**src/mask_bank_pkg.sv**
```systemverilog
// package: register map, field positions and reset values of the interrupt mask bank
package mask_bank_pkg;

  // ------------------------------------------------------------------
  // register offsets
  // ------------------------------------------------------------------
  localparam logic [7:0] fault_flags_addr = 8'h06;
  localparam logic [7:0] input_charge_event_masks_addr = 8'h08;
  localparam logic [7:0] boost_current_event_masks_addr = 8'h09;
  localparam logic [7:0] fault_event_masks_addr = 8'h0a;

  // ------------------------------------------------------------------
  // reset values and writable bits
  // ------------------------------------------------------------------
  localparam logic [7:0] mask_reset = 8'h00;
  localparam logic [7:0] all_bits_writable = 8'hff;
  localparam logic [7:0] boost_current_writable = 8'hfd;

  // ------------------------------------------------------------------
  // field positions
  // ------------------------------------------------------------------
  localparam int reserved_boost_bit = 1;
  localparam int topoff_complete_bit = 7;

  // register access port carried by the interface
  typedef struct packed {
    logic [7:0] addr;
    logic [7:0] wdata;
    logic wr;
  } reg_cmd_type;

endpackage

```
**src/mask_reg_if.sv**
```systemverilog
// interface: register write command from the bank top to its mask registers
`timescale 1ns/1ps
interface mask_reg_if;
  mask_bank_pkg::reg_cmd_type cmd;

  modport source (output cmd);
  modport sink (input cmd);
endinterface

```
**src/charger_interrupt_mask_bank.sv**
```systemverilog
// module: interrupt mask bank top with top-off flag and interrupt pin drive
// ------------------------------------------------------------------
// Functional notes
// - mask bit 7 blocks input validation failure
// - mask bit 6 blocks secondary input change
// - mask bit 5 blocks bus input change
// - mask bit 4 blocks low battery threshold
// - mask bit 3 blocks charge done
// - mask bit 2 blocks charge phase change
// - mask bit 1 blocks weak battery
// - mask bit 0 blocks battery event
// - second mask bit 7 blocks termination crossing
// - second mask bit 6 blocks recharge threshold
// - second mask bit 5 blocks boost overvoltage
// - second mask bit 4 blocks boost thermal shutdown
// - second mask bit 3 blocks boost startup failure
// - second mask bit 0 blocks boost low battery
// - third mask bit 7 blocks top-off complete
// - top-off timer expiry sets flag when termination and top-off are both enabled; read clears unless a set lands on the same edge
// ------------------------------------------------------------------
`timescale 1ns/1ps
module charger_interrupt_mask_bank
(
  input wire logic clock,
  input wire logic nrst,
  input wire logic [7:0] reg_addr,
  input wire logic [7:0] reg_wdata,
  input wire logic reg_wr,
  input wire logic reg_rd,
  output logic [7:0] reg_rdata,
  output logic reg_hit,
  input wire logic [7:0] input_charge_flags,
  input wire logic [7:0] boost_current_flags,
  input wire logic [6:0] fault_other_flags,
  input wire logic topoff_timer_expired,
  input wire logic term_enable,
  input wire logic topoff_enable,
  output logic int_o,
  output logic int_oe
);

  // ------------------------------------------------------------------
  // register command carrier and mask registers
  // ------------------------------------------------------------------
  mask_reg_if cmd_if ();

  logic [7:0] input_charge_event_masks;
  logic [7:0] boost_current_event_masks;
  logic [7:0] fault_event_masks;

  // writes reach the mask registers unchanged
  assign cmd_if.cmd.addr = reg_addr;
  assign cmd_if.cmd.wdata = reg_wdata;
  assign cmd_if.cmd.wr = reg_wr;

  mask_byte_reg #(
    .reg_addr(mask_bank_pkg::input_charge_event_masks_addr),
    .writable(mask_bank_pkg::all_bits_writable)
  ) u_input_charge_masks (
    .clock(clock),
    .nrst(nrst),
    .bus(cmd_if.sink),
    .value(input_charge_event_masks)
  );

  // bit 1 is reserved: never stored, so it reads back zero
  mask_byte_reg #(
    .reg_addr(mask_bank_pkg::boost_current_event_masks_addr),
    .writable(mask_bank_pkg::boost_current_writable)
  ) u_boost_current_masks (
    .clock(clock),
    .nrst(nrst),
    .bus(cmd_if.sink),
    .value(boost_current_event_masks)
  );

  mask_byte_reg #(
    .reg_addr(mask_bank_pkg::fault_event_masks_addr),
    .writable(mask_bank_pkg::all_bits_writable)
  ) u_fault_masks (
    .clock(clock),
    .nrst(nrst),
    .bus(cmd_if.sink),
    .value(fault_event_masks)
  );

  // ------------------------------------------------------------------
  // named mask fields
  // ------------------------------------------------------------------
  logic mask_input_validation_fail;
  logic mask_secondary_input_change;
  logic mask_bus_input_change;
  logic mask_low_battery_threshold;
  logic mask_charge_done;
  logic mask_charge_phase_change;
  logic mask_weak_battery;
  logic mask_battery_event;
  logic mask_term_current_cross;
  logic mask_recharge_threshold;
  logic mask_boost_overvoltage;
  logic mask_boost_thermal_shutdown;
  logic mask_boost_startup_fail;
  logic mask_boost_battery_undervoltage;
  logic mask_boost_low_battery;
  logic mask_topoff_complete;

  // field decode of the three mask registers
  assign mask_input_validation_fail = input_charge_event_masks[7];
  assign mask_secondary_input_change = input_charge_event_masks[6];
  assign mask_bus_input_change = input_charge_event_masks[5];
  assign mask_low_battery_threshold = input_charge_event_masks[4];
  assign mask_charge_done = input_charge_event_masks[3];
  assign mask_charge_phase_change = input_charge_event_masks[2];
  assign mask_weak_battery = input_charge_event_masks[1];
  assign mask_battery_event = input_charge_event_masks[0];
  assign mask_term_current_cross = boost_current_event_masks[7];
  assign mask_recharge_threshold = boost_current_event_masks[6];
  assign mask_boost_overvoltage = boost_current_event_masks[5];
  assign mask_boost_thermal_shutdown = boost_current_event_masks[4];
  assign mask_boost_startup_fail = boost_current_event_masks[3];
  assign mask_boost_battery_undervoltage = boost_current_event_masks[2];
  assign mask_boost_low_battery = boost_current_event_masks[0];
  assign mask_topoff_complete = fault_event_masks[mask_bank_pkg::topoff_complete_bit];

  // ------------------------------------------------------------------
  // top-off complete flag
  // ------------------------------------------------------------------
  logic topoff_complete_flag_q;
  logic topoff_complete_flag_d;
  logic topoff_set;
  logic fault_read;

  // set needs both termination and top-off enabled; a set beats a read clear
  assign topoff_set = topoff_timer_expired && term_enable && topoff_enable;
  assign fault_read = reg_rd && (reg_addr == mask_bank_pkg::fault_flags_addr);
  assign topoff_complete_flag_d = topoff_set ? 1'b1 :
                                  (fault_read ? 1'b0 : topoff_complete_flag_q);

  always_ff @(posedge clock or negedge nrst)
  begin
    if (!nrst)
      topoff_complete_flag_q <= 1'b0;
    else
      topoff_complete_flag_q <= topoff_complete_flag_d;
  end

  // ------------------------------------------------------------------
  // flag gating and interrupt drive
  // ------------------------------------------------------------------
  logic [7:0] fault_flags;
  logic [7:0] input_masks_used;
  logic [7:0] boost_masks_used;
  logic [7:0] fault_masks_used;
  logic [7:0] boost_flags_used;
  logic any_input;
  logic any_boost;
  logic any_fault;
  logic int_low_q;
  logic int_low_d;

  // the boost watchdog flag at bit 1 has no mask here and is not gated in
  assign boost_flags_used = boost_current_flags & mask_bank_pkg::boost_current_writable;
  assign fault_flags = {topoff_complete_flag_q, fault_other_flags};

  // gate masks rebuilt from the named fields, fault bits 6:0 taken straight from the register; the unmaskable boost slot stays open
  assign input_masks_used = {mask_input_validation_fail, mask_secondary_input_change,
                             mask_bus_input_change, mask_low_battery_threshold,
                             mask_charge_done, mask_charge_phase_change,
                             mask_weak_battery, mask_battery_event};
  assign boost_masks_used = {mask_term_current_cross, mask_recharge_threshold,
                             mask_boost_overvoltage, mask_boost_thermal_shutdown,
                             mask_boost_startup_fail, mask_boost_battery_undervoltage,
                             1'b0, mask_boost_low_battery};
  assign fault_masks_used = {mask_topoff_complete, fault_event_masks[6:0]};

  event_gate u_gate_input (
    .flags(input_charge_flags),
    .masks(input_masks_used),
    .pending(),
    .any(any_input)
  );

  event_gate u_gate_boost (
    .flags(boost_flags_used),
    .masks(boost_masks_used),
    .pending(),
    .any(any_boost)
  );

  event_gate u_gate_fault (
    .flags(fault_flags),
    .masks(fault_masks_used),
    .pending(),
    .any(any_fault)
  );

  // pin is pulled low while any unmasked flag other than boost bit 1 stands, released otherwise
  assign int_low_d = any_input || any_boost || any_fault;
  assign int_o = 1'b0; // open drain: only ever pulls low
  assign int_oe = int_low_q;

  always_ff @(posedge clock or negedge nrst)
  begin
    if (!nrst)
      int_low_q <= 1'b0;
    else
      int_low_q <= int_low_d;
  end

  // ------------------------------------------------------------------
  // register read path
  // ------------------------------------------------------------------
  logic [7:0] rdata_q;
  logic [7:0] rdata_d;
  logic hit_q;
  logic hit_d;
  logic [7:0] read_mux;
  logic addr_known;

  // fault flag register: only the top-off bit lives here, others read zero
  assign read_mux = (reg_addr == mask_bank_pkg::input_charge_event_masks_addr) ?
                      input_charge_event_masks :
                    (reg_addr == mask_bank_pkg::boost_current_event_masks_addr) ?
                      boost_current_event_masks :
                    (reg_addr == mask_bank_pkg::fault_event_masks_addr) ?
                      fault_event_masks :
                    (reg_addr == mask_bank_pkg::fault_flags_addr) ?
                      {topoff_complete_flag_q, 7'h00} : 8'h00;
  assign addr_known = (reg_addr == mask_bank_pkg::input_charge_event_masks_addr) ||
                      (reg_addr == mask_bank_pkg::boost_current_event_masks_addr) ||
                      (reg_addr == mask_bank_pkg::fault_event_masks_addr) ||
                      (reg_addr == mask_bank_pkg::fault_flags_addr);
  assign rdata_d = reg_rd ? read_mux : rdata_q;
  assign hit_d = reg_rd ? addr_known : hit_q;
  assign reg_rdata = rdata_q;
  assign reg_hit = hit_q;

  always_ff @(posedge clock or negedge nrst)
  begin
    if (!nrst)
    begin
      rdata_q <= 8'h00;
      hit_q <= 1'b0;
    end
    else
    begin
      rdata_q <= rdata_d;
      hit_q <= hit_d;
    end
  end

  // ------------------------------------------------------------------
  // checks
  // ------------------------------------------------------------------
  a_int_follows_pending: assert property (@(posedge clock) disable iff (!nrst)
    (any_input || any_boost || any_fault) |=> int_oe)
    else $error("interrupt not pulled low for a pending flag");

  a_int_released_idle: assert property (@(posedge clock) disable iff (!nrst)
    !(any_input || any_boost || any_fault) |=> !int_oe)
    else $error("interrupt held low with nothing pending");

  a_input_validation_fail_flag_masked: assert property (@(posedge clock) disable iff (!nrst)
    (input_charge_flags == 8'h80 && mask_input_validation_fail && !any_boost && !any_fault)
    |=> !int_oe)
    else $error("masked validation failure drove the interrupt");

  a_battery_unmasked: assert property (@(posedge clock) disable iff (!nrst)
    (input_charge_flags[0] && !mask_battery_event) |=> int_oe)
    else $error("unmasked battery event missed the interrupt");

  a_boost_low_masked: assert property (@(posedge clock) disable iff (!nrst)
    (boost_current_flags == 8'h01 && mask_boost_low_battery && !any_input && !any_fault)
    |=> !int_oe)
    else $error("masked boost low battery drove the interrupt");

  a_reserved_reads_zero: assert property (@(posedge clock) disable iff (!nrst)
    (reg_rd && reg_addr == mask_bank_pkg::boost_current_event_masks_addr)
    |=> !reg_rdata[mask_bank_pkg::reserved_boost_bit])
    else $error("reserved mask bit read back as one");

  a_topoff_sets: assert property (@(posedge clock) disable iff (!nrst)
    (topoff_timer_expired && term_enable && topoff_enable) |=> topoff_complete_flag_q)
    else $error("top-off flag not set on timer expiry");

  a_topoff_read_clears: assert property (@(posedge clock) disable iff (!nrst)
    (fault_read && !topoff_set) |=> !topoff_complete_flag_q)
    else $error("top-off flag survived its read");

  a_topoff_masked: assert property (@(posedge clock) disable iff (!nrst)
    (mask_topoff_complete && topoff_complete_flag_q && fault_other_flags == 7'h00
     && !any_input && !any_boost) |=> !int_oe)
    else $error("masked top-off flag drove the interrupt");

  a_mask_write_lands: assert property (@(posedge clock) disable iff (!nrst)
    (reg_wr && reg_addr == mask_bank_pkg::boost_current_event_masks_addr)
    |=> (mask_term_current_cross == $past(reg_wdata[7])))
    else $error("mask write did not land");

endmodule

```
**src/mask_byte_reg.sv**
```systemverilog
// module: one 8-bit mask register with per-bit write enable
`timescale 1ns/1ps
module mask_byte_reg #(
  parameter logic [7:0] reg_addr = 8'h00,
  parameter logic [7:0] writable = 8'hff
)
(
  input wire logic clock,
  input wire logic nrst,
  mask_reg_if.sink bus,
  output logic [7:0] value
);

  logic [7:0] value_q;
  logic [7:0] value_d;
  logic hit;

  // write decode: only writable bits take the new value, others stay zero
  assign hit = bus.cmd.wr && (bus.cmd.addr == reg_addr);
  assign value_d = hit ? (bus.cmd.wdata & writable) : value_q;
  assign value = value_q;

  // mask storage
  always_ff @(posedge clock or negedge nrst)
  begin
    if (!nrst)
      value_q <= mask_bank_pkg::mask_reset;
    else
      value_q <= value_d;
  end

  a_readonly_bits_zero: assert property (@(posedge clock) disable iff (!nrst)
    (value_q & ~writable) == 8'h00)
    else $error("non-writable mask bit became set");

endmodule

```
**src/event_gate.sv**
```systemverilog
// module: gates one byte of event flags with its mask byte
`timescale 1ns/1ps
module event_gate
(
  input wire logic [7:0] flags,
  input wire logic [7:0] masks,
  output logic [7:0] pending,
  output logic any
);

  // a set mask bit keeps its flag from reaching the interrupt line
  genvar i;
  generate
    for (i = 0; i < 8; i++)
    begin : g_bit
      assign pending[i] = flags[i] & ~masks[i];
    end
  endgenerate

  assign any = |pending;

endmodule

```
**config.mk**
```make
export PLATFORM = sky130hd
export DESIGN_NAME = charger_interrupt_mask_bank
export DESIGN_NICKNAME = d
export VERILOG_FILES = /design/src/mask_bank_pkg.sv /design/src/mask_reg_if.sv /design/src/charger_interrupt_mask_bank.sv /design/src/mask_byte_reg.sv /design/src/event_gate.sv
export SDC_FILE = /design/constraint.sdc
export NUM_CORES = 1
export LEC_CHECK = 0
export BUFFER_PORTS_ARGS = -buffer_cell sky130_fd_sc_hd__buf_2
export CORE_AREA = 10 10 73 75
export CTS_BUF_LIST = sky130_fd_sc_hd__clkbuf_4
export CTS_CLUSTER_DIAMETER = 50
export DETAILED_ROUTE_END_ITERATION = 10
export DIE_AREA = 0 0 83 85
export GPL_TIMING_DRIVEN = 0
export PLACE_DENSITY = 0.7
export SETUP_SLACK_MARGIN = 0.3
export SYNTH_ARGS = -nofsm -noshare
export SYNTH_HDL_FRONTEND = slang
export SYNTH_SLANG_ARGS = --single-unit
```
**constraint.sdc**
```tcl
create_clock -name clock -period 1.4 [get_ports clock]
set_input_delay 0.14 -clock clock [delete_from_list [all_inputs] [get_ports clock]]
set_output_delay 0.14 -clock clock [all_outputs]
set_load 0.01 [all_outputs]
```
---- After elaboration in Yosys (flattened, before gate mapping) ----
Cells that the tools add are included.
storage, ports and cells
  flip-flop bits (word level) ............. 34
cells by class
  reductions and logical operators ........ 15
  bitwise gates (word level) .............. 46
  equality and inequality tests ........... 4
  mux-type cells .......................... 6
operators by type and width
  operator                                                          number
  8-bit two-way mux                                                 4
  8-bit by 4-bit == test with 1-bit output (second input constant)  3
  1-bit AND                                                         23
  1-bit NOT                                                         23
  8-bit OR reduction                                                2
  8-bit by 3-bit == test with 1-bit output (second input constant)  1
  7-bit OR reduction                                                1
  1-bit logical AND                                                 6
  1-bit logical OR                                                  5
  1-bit two-way mux                                                 2
  2-bit nonzero test                                                1

---- Longest topological paths before layout ----
Gate-level depths: netlist (run 1).
  depth in word-level cells ............... 5
  mapped depth ............................ 5

---- Modules after synthesis ----
A second synthesis (run 1) with hierarchy kept.
second synthesis, totals
  cells, all modules ...................... 163
  area total of the unflattened synthesis .. 1970.6 um^2
modules (own cells, without submodules)
  module                                  times used  cells each  area an instance (um^2)
  charger_interrupt_mask_bank             1           73          673.1
  mask_byte_reg at u_fault_masks          1           19          345.3
  mask_byte_reg at u_input_charge_masks   1           19          342.8
  mask_byte_reg at u_boost_current_masks  1           19          320.3
  event_gate                              3           11          96.3

---- Worst setup path before layout (run 1) ----
No wires, ideal clock.
  path kind ............................... input -> register
  start ................................... in reg_addr[7]
  end ..................................... reg u_fault_masks.value_q[0] (netlist: u_fault_masks.value[0])
  data arrival time ....................... 1463 ps
  path slack .............................. -188 ps
  path buffers ............................ 1
  stages on the path ...................... 5
  cells stage by stage .................... or4_4 nor3_2 and3_1 buf_6 mux2_2
between the ends
  cells in the longest elaborated chain, start to end .. 2
ends and longest elaborated chain
  item                                      line                               text
  start: declaration                        charger_interrupt_mask_bank.sv:26  input wire logic [7:0] reg_addr,
  8-bit by 4-bit == test with 1-bit output  mask_byte_reg.sv:19                assign hit = bus.cmd.wr && (bus.cmd.addr == reg_addr);
  1-bit logical AND                         mask_byte_reg.sv:19
  end signal: assignment                    mask_byte_reg.sv:27                value_q <= mask_bank_pkg::mask_reset;
  end signal: assignment                    mask_byte_reg.sv:29                value_q <= value_d;
  end: declaration                          mask_byte_reg.sv:14                logic [7:0] value_q;
Every way passes these cells.
A chain may end at the register's enable or synchronous reset.

---- Worst setup path after layout (run 1) ----
  start ................................... in reg_addr[4]
  end ..................................... reg u_fault_masks.value_q[4] (netlist: u_fault_masks.value[4])
The elaborated chain is that of the path after synthesis.

==> out/qor.log, run 1 <==
qor: logic_synthesis.synth-edff-count 0
qor: logic_synthesis.synth_seq_cells 34
qor: worst_setup_path.slowest_cell_on_the_critical_path sky130_fd_sc_hd__or4_4
qor: floorplanning.floorplan.io_pins 57
qor: logic_synthesis.synth_sequential_area_ratio 49.60%
qor: floorplanning.die-width 83 um
qor: sta.final.setup.worst_slack -0.04492 ns
qor: logic_synthesis.synthTopCellsByCount sky130_fd_sc_hd__dfrtp_1 (34), sky130_fd_sc_hd__inv_1 (28), sky130_fd_sc_hd__mux2_2 (23), sky130_fd_sc_hd__nand2b_1 (9), sky130_fd_sc_hd__o21ai_0 (7)
qor: floorplanning.floorplan.die.height 85 um
qor: power_and_ir_drop.static-leakage-power 1.130 nW
qor: clocking.insertion_delay 0.34 ns
qor: sta.layout_worst_path_cycle_share 103.2%
qor: worst_setup_path.worstPathBufferInverterCount 2
qor: drt.vias_per_cell 5.378
qor: sta.max_clock_freq 0.6921 GHz
qor: worst_setup_path.cp-end-kind register
qor: logic_synthesis.yosysMostFrequentCell sky130_fd_sc_hd__dfrtp_1
qor: worst_setup_path.cp_delay_by_family_top simple AND/OR/NAND/NOR gates
qor: sta.slew_viol_final 0
qor: worst_setup_path.timing.rr.start u_input_charge_masks.value[7]
qor: min_path.worstHoldPathType input pin to register
qor: cells_and_area.fin_nets 274
qor: sta.period_minus_slack 1.445 ns
qor: logic_synthesis.synthesis.area 0.001715 sq mm
qor: sta.final.setup_skew 0.008730 ns
qor: floorplanning.std_cell_rows 23
qor: worst_setup_path.cp.arrival 1.67 ns
qor: place.hpwl 3607 um
qor: worst_setup_path.worstPathMaxFanout 8
qor: place.place_inst 264
qor: drt.drc 0
qor: global_route.first_pass_grt_wire_length 7990 um
qor: logic_synthesis.synth_area_per_cell 10.72 sq um
qor: worst_setup_path.critical_path_depth 6
qor: global_route.grt_start_max_net_pins 35
qor: global_route.total_track_usage 13.65%
qor: logic_synthesis.yosys.area.top_type sky130_fd_sc_hd__dfrtp_1
qor: global_route.number_of_global_route_vias_before_repair 1646
qor: worst_setup_path.cp.required 1.62 ns
qor: cells_and_area.final_layout_size_suffix_gt1_share 44.74%
qor: worst_setup_path.criticalPathCategory input pin to register
qor: clocking.tritoncts done
qor: sta.max_slew.worst_pin.slew 0.7713 ns
qor: global_route.grt.overflow.total 0
qor: sta.final.setup.tns -0.2781 ns
qor: sta.timing.final.setup_violations 9
qor: worst_setup_path.timing.reg2reg.worst_path_depth 3
qor: worst_setup_path.critPathLaunch reg_addr[4]
qor: power_and_ir_drop.irDropWorstVdd 0.4852 mV
qor: cells_and_area.layout.filler_cells 377
qor: floorplanning.floorplan.core_area 0.003914 sq mm
qor: min_path.timing.hold.worst.start reg_wdata[1]
qor: logic_synthesis.number_of_instances_in_the_synthesized_netlist 160
qor: logic_synthesis.synth_flop_cell sky130_fd_sc_hd__dfrtp_1
qor: clocking.clkTransAtPathRegs 0.10 ns
qor: sta.rsz_0062_raised_after_global_routing true
qor: drt.via_count 1495
qor: logic_synthesis.ys_async_sr_fraction 100.0%
qor: clocking.htree_num_levels 2
qor: logic_synthesis.synthTopCellsByArea sky130_fd_sc_hd__dfrtp_1 (50%), sky130_fd_sc_hd__mux2_2 (15%), sky130_fd_sc_hd__inv_1 (6.1%)
qor: worst_setup_path.critical_path.cell_chain buf_8 -> or4_4 -> nor3_4 -> and3_4 -> buf_12 -> mux2_4
qor: clocking.cts_max_path_buffers 2
qor: cells_and_area.layout-area-overhead-vs-synth 31.87%
qor: clocking.cts.sink_count 34
qor: clocking.cts-root-buf sky130_fd_sc_hd__clkbuf_4
qor: drt.dr.pass1.iters 4
qor: clocking.cts_made_buffers 5
qor: floorplanning.fp.dieArea 0.007055 sq mm
qor: min_path.hold_path_depth 2
qor: worst_setup_path.critical_path.startpoint_type input pin
qor: cells_and_area.instances_no_fill 278
qor: sta.final-hold-violation-count 0
qor: drt.drt-initial-drc-count 155
qor: logic_synthesis.synth_warn 0
qor: place.globalplace.congestion 0.7982
qor: cells_and_area.register_area 850.8 sq um
qor: logic_synthesis.synth.net_count 206
qor: power_and_ir_drop.cellPowerDensity 815.1 mW/mm^2
qor: worst_setup_path.timing.critical_path.slowest_cell_delay 0.57 ns
qor: drt.wirelength 4903 um
qor: place.placement.io_buffers 54
qor: drt.route.detailed.wl_per_inst 17.64 um
qor: cells_and_area.num_antenna_cells 0
qor: run_status.failed_checks negative setup slack
qor: run_status.outcome finished, violations left
qor: cells_and_area.multiInputGateArea 794.5 sq um
qor: logic_synthesis.post-synth-top-area-fraction 49.60%
qor: logic_synthesis.post_synth_num_cell_types 32
qor: drt.ant_nets_after_route 0
qor: flow_run.maxCapViolCount 0
qor: global_route.grt_antenna_before_repair 0
qor: floorplanning.floorplan.initialDensity 43.83%
qor: sta.worst_slew_margin_rel 48.58%
[cells by family (layout without fill, tap and decap cells)]
| kind of cell | after synthesis | in the layout | synth area share (%) |
|---|---|---|---|
| AO/OA/AOI/OAI | 38 | 38 | 15.90 |
| other | 1 | 1 | 0.2186 |
| AND/OR/NAND/NOR | 29 | 29 | 10.28 |
| buffers and inverters | 34 | 102 | 8.315 |
| multiplexers | 24 | 24 | 15.68 |
| flip-flops | 34 | 34 | 49.60 |
[routing by layer]
layer	global-route usage, %	wire length (um)	part of all wire, %	vias up
met5	0	0	0	-
met4	4.644	68	1.4	0
met3	4.302	216	4.4	8
met2	22.75	2374	48	49
met1	16.21	2244	46	732
li1	-	-	-	706
[final cells by class]
class / instances / share of cell area [%]
buffer: 6 / 2.268
clock buffer: 7 / 2.323
inverter: 28 / 4.812
tap: 50 / 2.765
sequential: 34 / 37.61
timing repair buffer: 61 / 15.10
multi-input combinational: 92 / 35.12
[report_power, final]
group	switching, mW	internal, mW
sequential	0.0265	1.01
clock	0.321	0.228
combinational	0.124	0.129
[layout by cell type, fill, tap and decap left out, types with 2 or more instances in the layout]
master,count
sky130_fd_sc_hd__inv_1,27
sky130_fd_sc_hd__nand2_1,2
sky130_fd_sc_hd__nor2_1,4
sky130_fd_sc_hd__a22o_1,2
sky130_fd_sc_hd__mux2_2,15
sky130_fd_sc_hd__dfrtp_1,34
sky130_fd_sc_hd__mux2_4,8
sky130_fd_sc_hd__buf_2,52
sky130_fd_sc_hd__o31ai_1,2
sky130_fd_sc_hd__buf_4,7
sky130_fd_sc_hd__nand4_1,2
sky130_fd_sc_hd__o2111ai_1,6
sky130_fd_sc_hd__buf_6,2
sky130_fd_sc_hd__o211ai_1,3
sky130_fd_sc_hd__o22ai_1,6
sky130_fd_sc_hd__a2bb2oi_1,5
sky130_fd_sc_hd__clkbuf_1,2
sky130_fd_sc_hd__a21oi_1,4
sky130_fd_sc_hd__nand2b_1,9
sky130_fd_sc_hd__clkbuf_4,7
sky130_fd_sc_hd__o21ai_0,7
[registers in the layout (all words and copies together) (netlist names)]
register                     flops
reg_hit                          1
int_oe                           1
u_input_charge_masks.value       8
reg_rdata                        8
u_fault_masks.value              8
u_boost_current_masks.value      7
topoff_complete_flag_q           1
[worst paths after layout]
path                                     endpoint  slack [ns]
max in group asynchronous  u_fault_masks.value[5]        0.49
min in group asynchronous            reg_rdata[6]        0.41
min reg2reg                          reg_rdata[2]        0.50
max                        u_fault_masks.value[4]       -0.04
max reg2reg                                int_oe        0.30
min                        u_fault_masks.value[1]        0.04
[metrics by stage]
step / cell area [sq um] / worst slack, ns / utilization, % / total power, mW / hold WS, ns
6_report: 2262 / -0.04492 / 57.80 / 1.844 / 0.04068
5_1_grt: 2262 / -0.05809 / 57.80 / 1.941 / 0.02453
4_1_cts: 2243 / -0.01771 / 57.32 / 1.860 / 0.03206
3_5_place_dp: 2068 / -0.4480 / 52.85 / 1.286 / 0.2559
3_3_place_gp: 2068 / -0.4424 / 52.85 / 1.282 / 0.2523
2_1_floorplan: 1735 / -0.1879 / - / 1.158 / -0.1556
[what timing repair did]
action	4_1_cts	5_1_grt
setup endpoints to repair	31	24
pin swaps	6	3
endpoints found under the hold margin	34	0
setup buffers	4	2
gates cloned	0	0
hold buffers	1	0
resized for setup	19	1
Note: power is estimated with default switching activity, not from simulation.
==> run 2, diff against run 1 <==
Settings changed: PLACE_DENSITY 0.7 to 0.69.
==> out/qor.log, run 2 (synthesis results as in run 1) <==
qor: drt.wirelength 5043 um [+2.9%]
qor: sta.max_slew.worst_pin.slew 0.7570 ns [-0.01424 ns]
qor: global_route.grt.overflow.total 0 [unchanged]
qor: drt.maxUsedRoutingLayer met4
qor: cells_and_area.leading_cell_type_in_the_layout_fill_and_taps_excluded sky130_fd_sc_hd__buf_2
qor: cells_and_area.final_layout_size_suffix_gt1_share 46.58% [+1.8 points]
qor: clocking.insertion_delay 0.34 ns [about the same]
qor: drt.drc 0 [unchanged]
qor: worst_setup_path.critical_path.startpoint_type input pin
qor: cells_and_area.final_util 59.85% [+2.0 points]
qor: sta.final-hold-violation-count 0 [unchanged]
qor: floorplanning.floorplan.core_area 0.003914 sq mm [unchanged]
qor: place.globalplace.congestion 0.8181 [+2.5%]
qor: global_route.total_track_usage 14.07% [+0.43 points]
qor: worst_setup_path.cp.arrival 1.65 ns [-0.02 ns]
qor: sta.slew_viol_final 0 [unchanged]
qor: cells_and_area.layout.filler_cells 355 [-5.8%]
qor: cells_and_area.layout-area-overhead-vs-synth 36.54%
qor: power_and_ir_drop.sequentialPowerShare 50.6% [-5.9 points]
qor: sta.period_minus_slack 1.420 ns [-0.02457 ns]
qor: clocking.clkTransAtPathRegs 0.10 ns [about the same]
qor: place.placement.io_buffers 54 [unchanged]
qor: place.hpwl 3658 um [+1.4%]
qor: clocking.cts_made_buffers 5 [unchanged]
qor: worst_setup_path.r2r_slack 0.30 ns [about the same]
qor: sta.layout_worst_path_cycle_share 101.5% [-1.8 points]
qor: drt.m1WireLength 2233 um [-0.49%]
qor: global_route.grt_antenna_before_repair 0 [unchanged]
qor: sta.timing.final.setup_violations 11 [+2]
qor: cells_and_area.multiInputGateArea 802.0 sq um [+0.94%]
qor: drt.ant_nets_after_route 0 [unchanged]
qor: floorplanning.floorplan.die.height 85 um [unchanged]
qor: drt.met3RoutedLength 264 um [+22%]
qor: clocking.tritoncts done
qor: global_route.grt_start_max_net_pins 35 [unchanged]
qor: sta.final.setup.tns -0.1360 ns [+0.1420 ns]
qor: floorplanning.floorplan.io_pins 57 [unchanged]
qor: drt.drt-initial-drc-count 91 [-41%]
qor: power_and_ir_drop.p_switching 0.4873 mW [+3.4%]
qor: power_and_ir_drop.cellPowerDensity 879.0 mW/mm^2 [+7.8%]
qor: cells_and_area.highest_count_cells_in_the_layout_ignoring_fill_and_taps sky130_fd_sc_hd__buf_2 (52), sky130_fd_sc_hd__dfrtp_1 (34), sky130_fd_sc_hd__inv_1 (27)
qor: worst_setup_path.regToRegEndpoint int_oe
qor: cells_and_area.num_antenna_cells 0 [unchanged]
qor: min_path.worstHoldPathType input pin to register
qor: worst_setup_path.criticalPathCategory input pin to register
qor: worst_setup_path.worstPathMaxFanout 8 [unchanged]
qor: sta.final.setup.worst_slack -0.02036 ns [+0.02457 ns]
qor: power_and_ir_drop.switching_share 23.67% [-1.9 points]
qor: sta.max_clock_freq 0.7040 GHz [+1.7%]
qor: min_path.hold_path_depth 2 [unchanged]
qor: floorplanning.floorplan.initialDensity 43.83% [unchanged]
qor: power_and_ir_drop.irDropWorstVdd 0.5310 mV [+9.4%]
qor: worst_setup_path.timing.rr.start u_fault_masks.value[5]
qor: flow_run.maxCapViolCount 0 [unchanged]
qor: drt.via_count 1517 [+1.5%]
qor: cells_and_area.register_area 850.8 sq um [unchanged]
qor: power_and_ir_drop.static-leakage-power 1.182 nW [+4.6%]
qor: worst_setup_path.cp-end-kind register
qor: clocking.cts.sink_count 34 [unchanged]
qor: power_and_ir_drop.cell_internal_pwr 1.571 mW [+15%]
qor: floorplanning.die-width 83 um [unchanged]
qor: global_route.first_pass_grt_wire_length 8273 um [+3.5%]
qor: clocking.cts_max_path_buffers 2 [unchanged]
qor: floorplanning.fp.dieArea 0.007055 sq mm [unchanged]
qor: power_and_ir_drop.clock_power_share 36.4% [+6.6 points]
qor: floorplanning.std_cell_rows 23 [unchanged]
qor: drt.vias_per_cell 5.342 [-0.67%]
qor: run_status.outcome finished, violations left
qor: min_path.timing.hold.worst.start reg_wdata[1]
qor: min_path.timing.hold.worst_endpoint u_fault_masks.value[1]
qor: global_route.number_of_global_route_vias_before_repair 1750 [+6.3%]
qor: drt.route.met2.wl 2437 um [+2.7%]
qor: sta.rsz_0062_raised_after_global_routing true
qor: power_and_ir_drop.power.share.combinational 13.0% [-0.7 points]
qor: cells_and_area.fin_nets 279 [+1.8%]
qor: clocking.htree_num_levels 2 [unchanged]
qor: run_status.failed_checks negative setup slack
qor: sta.worst_slew_margin_rel 49.53% [+0.95 points]
qor: sta.final.setup_skew 0.007028 ns [-0.001702 ns]
qor: clocking.cts-root-buf sky130_fd_sc_hd__clkbuf_4
qor: drt.dr.pass1.iters 4 [unchanged]
qor: worst_setup_path.cp.required 1.63 ns [about the same]
qor: drt.route.detailed.wl_per_inst 17.76 um [+0.68%]
qor: worst_setup_path.critPathLaunch reg_addr[6]
qor: worst_setup_path.timing.reg2reg.worst_path_depth 4 [+1]
run 2: cell types whose count changed in the layout (fill, tap and decap cells not counted):
| cell | change |
|---|---|
| sky130_fd_sc_hd__buf_8 | +1 |
| sky130_fd_sc_hd__nand3_4 | +1 |
| sky130_fd_sc_hd__buf_4 | +4 |
| sky130_fd_sc_hd__inv_2 | +1 |
| sky130_fd_sc_hd__clkinvlp_4 | -1 |
| sky130_fd_sc_hd__clkbuf_2 | +1 |
| sky130_fd_sc_hd__bufinv_16 | +1 |
| sky130_fd_sc_hd__nand3_2 | -1 |
| sky130_fd_sc_hd__clkbuf_1 | -1 |
run 2: per-layer routing:
layer / GRT usage, % / vias to the layer above
met3: 3.728 / 10
li1: - / 714
met5: 0 / -
met4: 6.811 / 0
met1: 17.24 / 736
met2: 22.40 / 57
run 2: worst max path at each step:
stage	end	slack (ns)	cells past startpoint
after floorplan	u_fault_masks.value[0]	-0.19	5
after global placement	u_fault_masks.value[4]	-0.43	6
after detailed placement	u_fault_masks.value[3]	-0.42	6
final	u_fault_masks.value[3]	-0.02	6
after global routing	u_fault_masks.value[7]	-0.06	6
after CTS	u_fault_masks.value[4]	-0.04	6
run 2: final cells by class:
type	count	area share, %
clock inverters	1	1.282
clock buffers	7	2.244
multi-input cells	92	34.24
well taps	50	2.671
repair buffers	66	16.51
inverters	28	4.487
flip-flops and latches	34	36.32
plain buffers	6	2.244
run 2: metrics by stage:
stage | hold slack (ns) | setup slack, ns | power, mW | area (sq um) | cells
global route | 0.04629 | -0.05705 | 2.139 | 2342 | 284
detailed placement | 0.2598 | -0.4250 | 1.288 | 2068 | 264
floorplan | -0.1556 | -0.1879 | 1.158 | 1735 | 160
CTS | 0.03413 | -0.03559 | 2.060 | 2290 | 281
finish | 0.04965 | -0.02036 | 2.059 | 2342 | 284
global placement | 0.2525 | -0.4295 | 1.283 | 2068 | 264
run 2: power groups by stage:
stage | Combinational, mW | Clock, mW | Sequential (mW)
4_1_cts | 0.260 | 0.760 | 1.04
3_5_place_dp | 0.226 | 0 | 1.06
3_3_place_gp | 0.223 | 0 | 1.06
2_1_floorplan | 0.106 | 0 | 1.05
5_1_grt | 0.294 | 0.798 | 1.05
6_report | 0.267 | 0.750 | 1.04
run 2: what timing repair did:
action                     4_1_cts  5_1_grt
gates resized for setup         18        9
hold endpoints to repair        34        0
hold buffers                     1        0
buffers inserted                 8        3
pin swaps                        5        4
setup endpoints to repair       31       25
run 2: worst max-delay path: stages:
cell and delay [ns]:
sky130_fd_sc_hd__buf_8 0.09, sky130_fd_sc_hd__or4_4 0.56, sky130_fd_sc_hd__nor3_4 0.20, sky130_fd_sc_hd__and3_4 0.21
sky130_fd_sc_hd__buf_12 0.14, sky130_fd_sc_hd__mux2_4 0.30
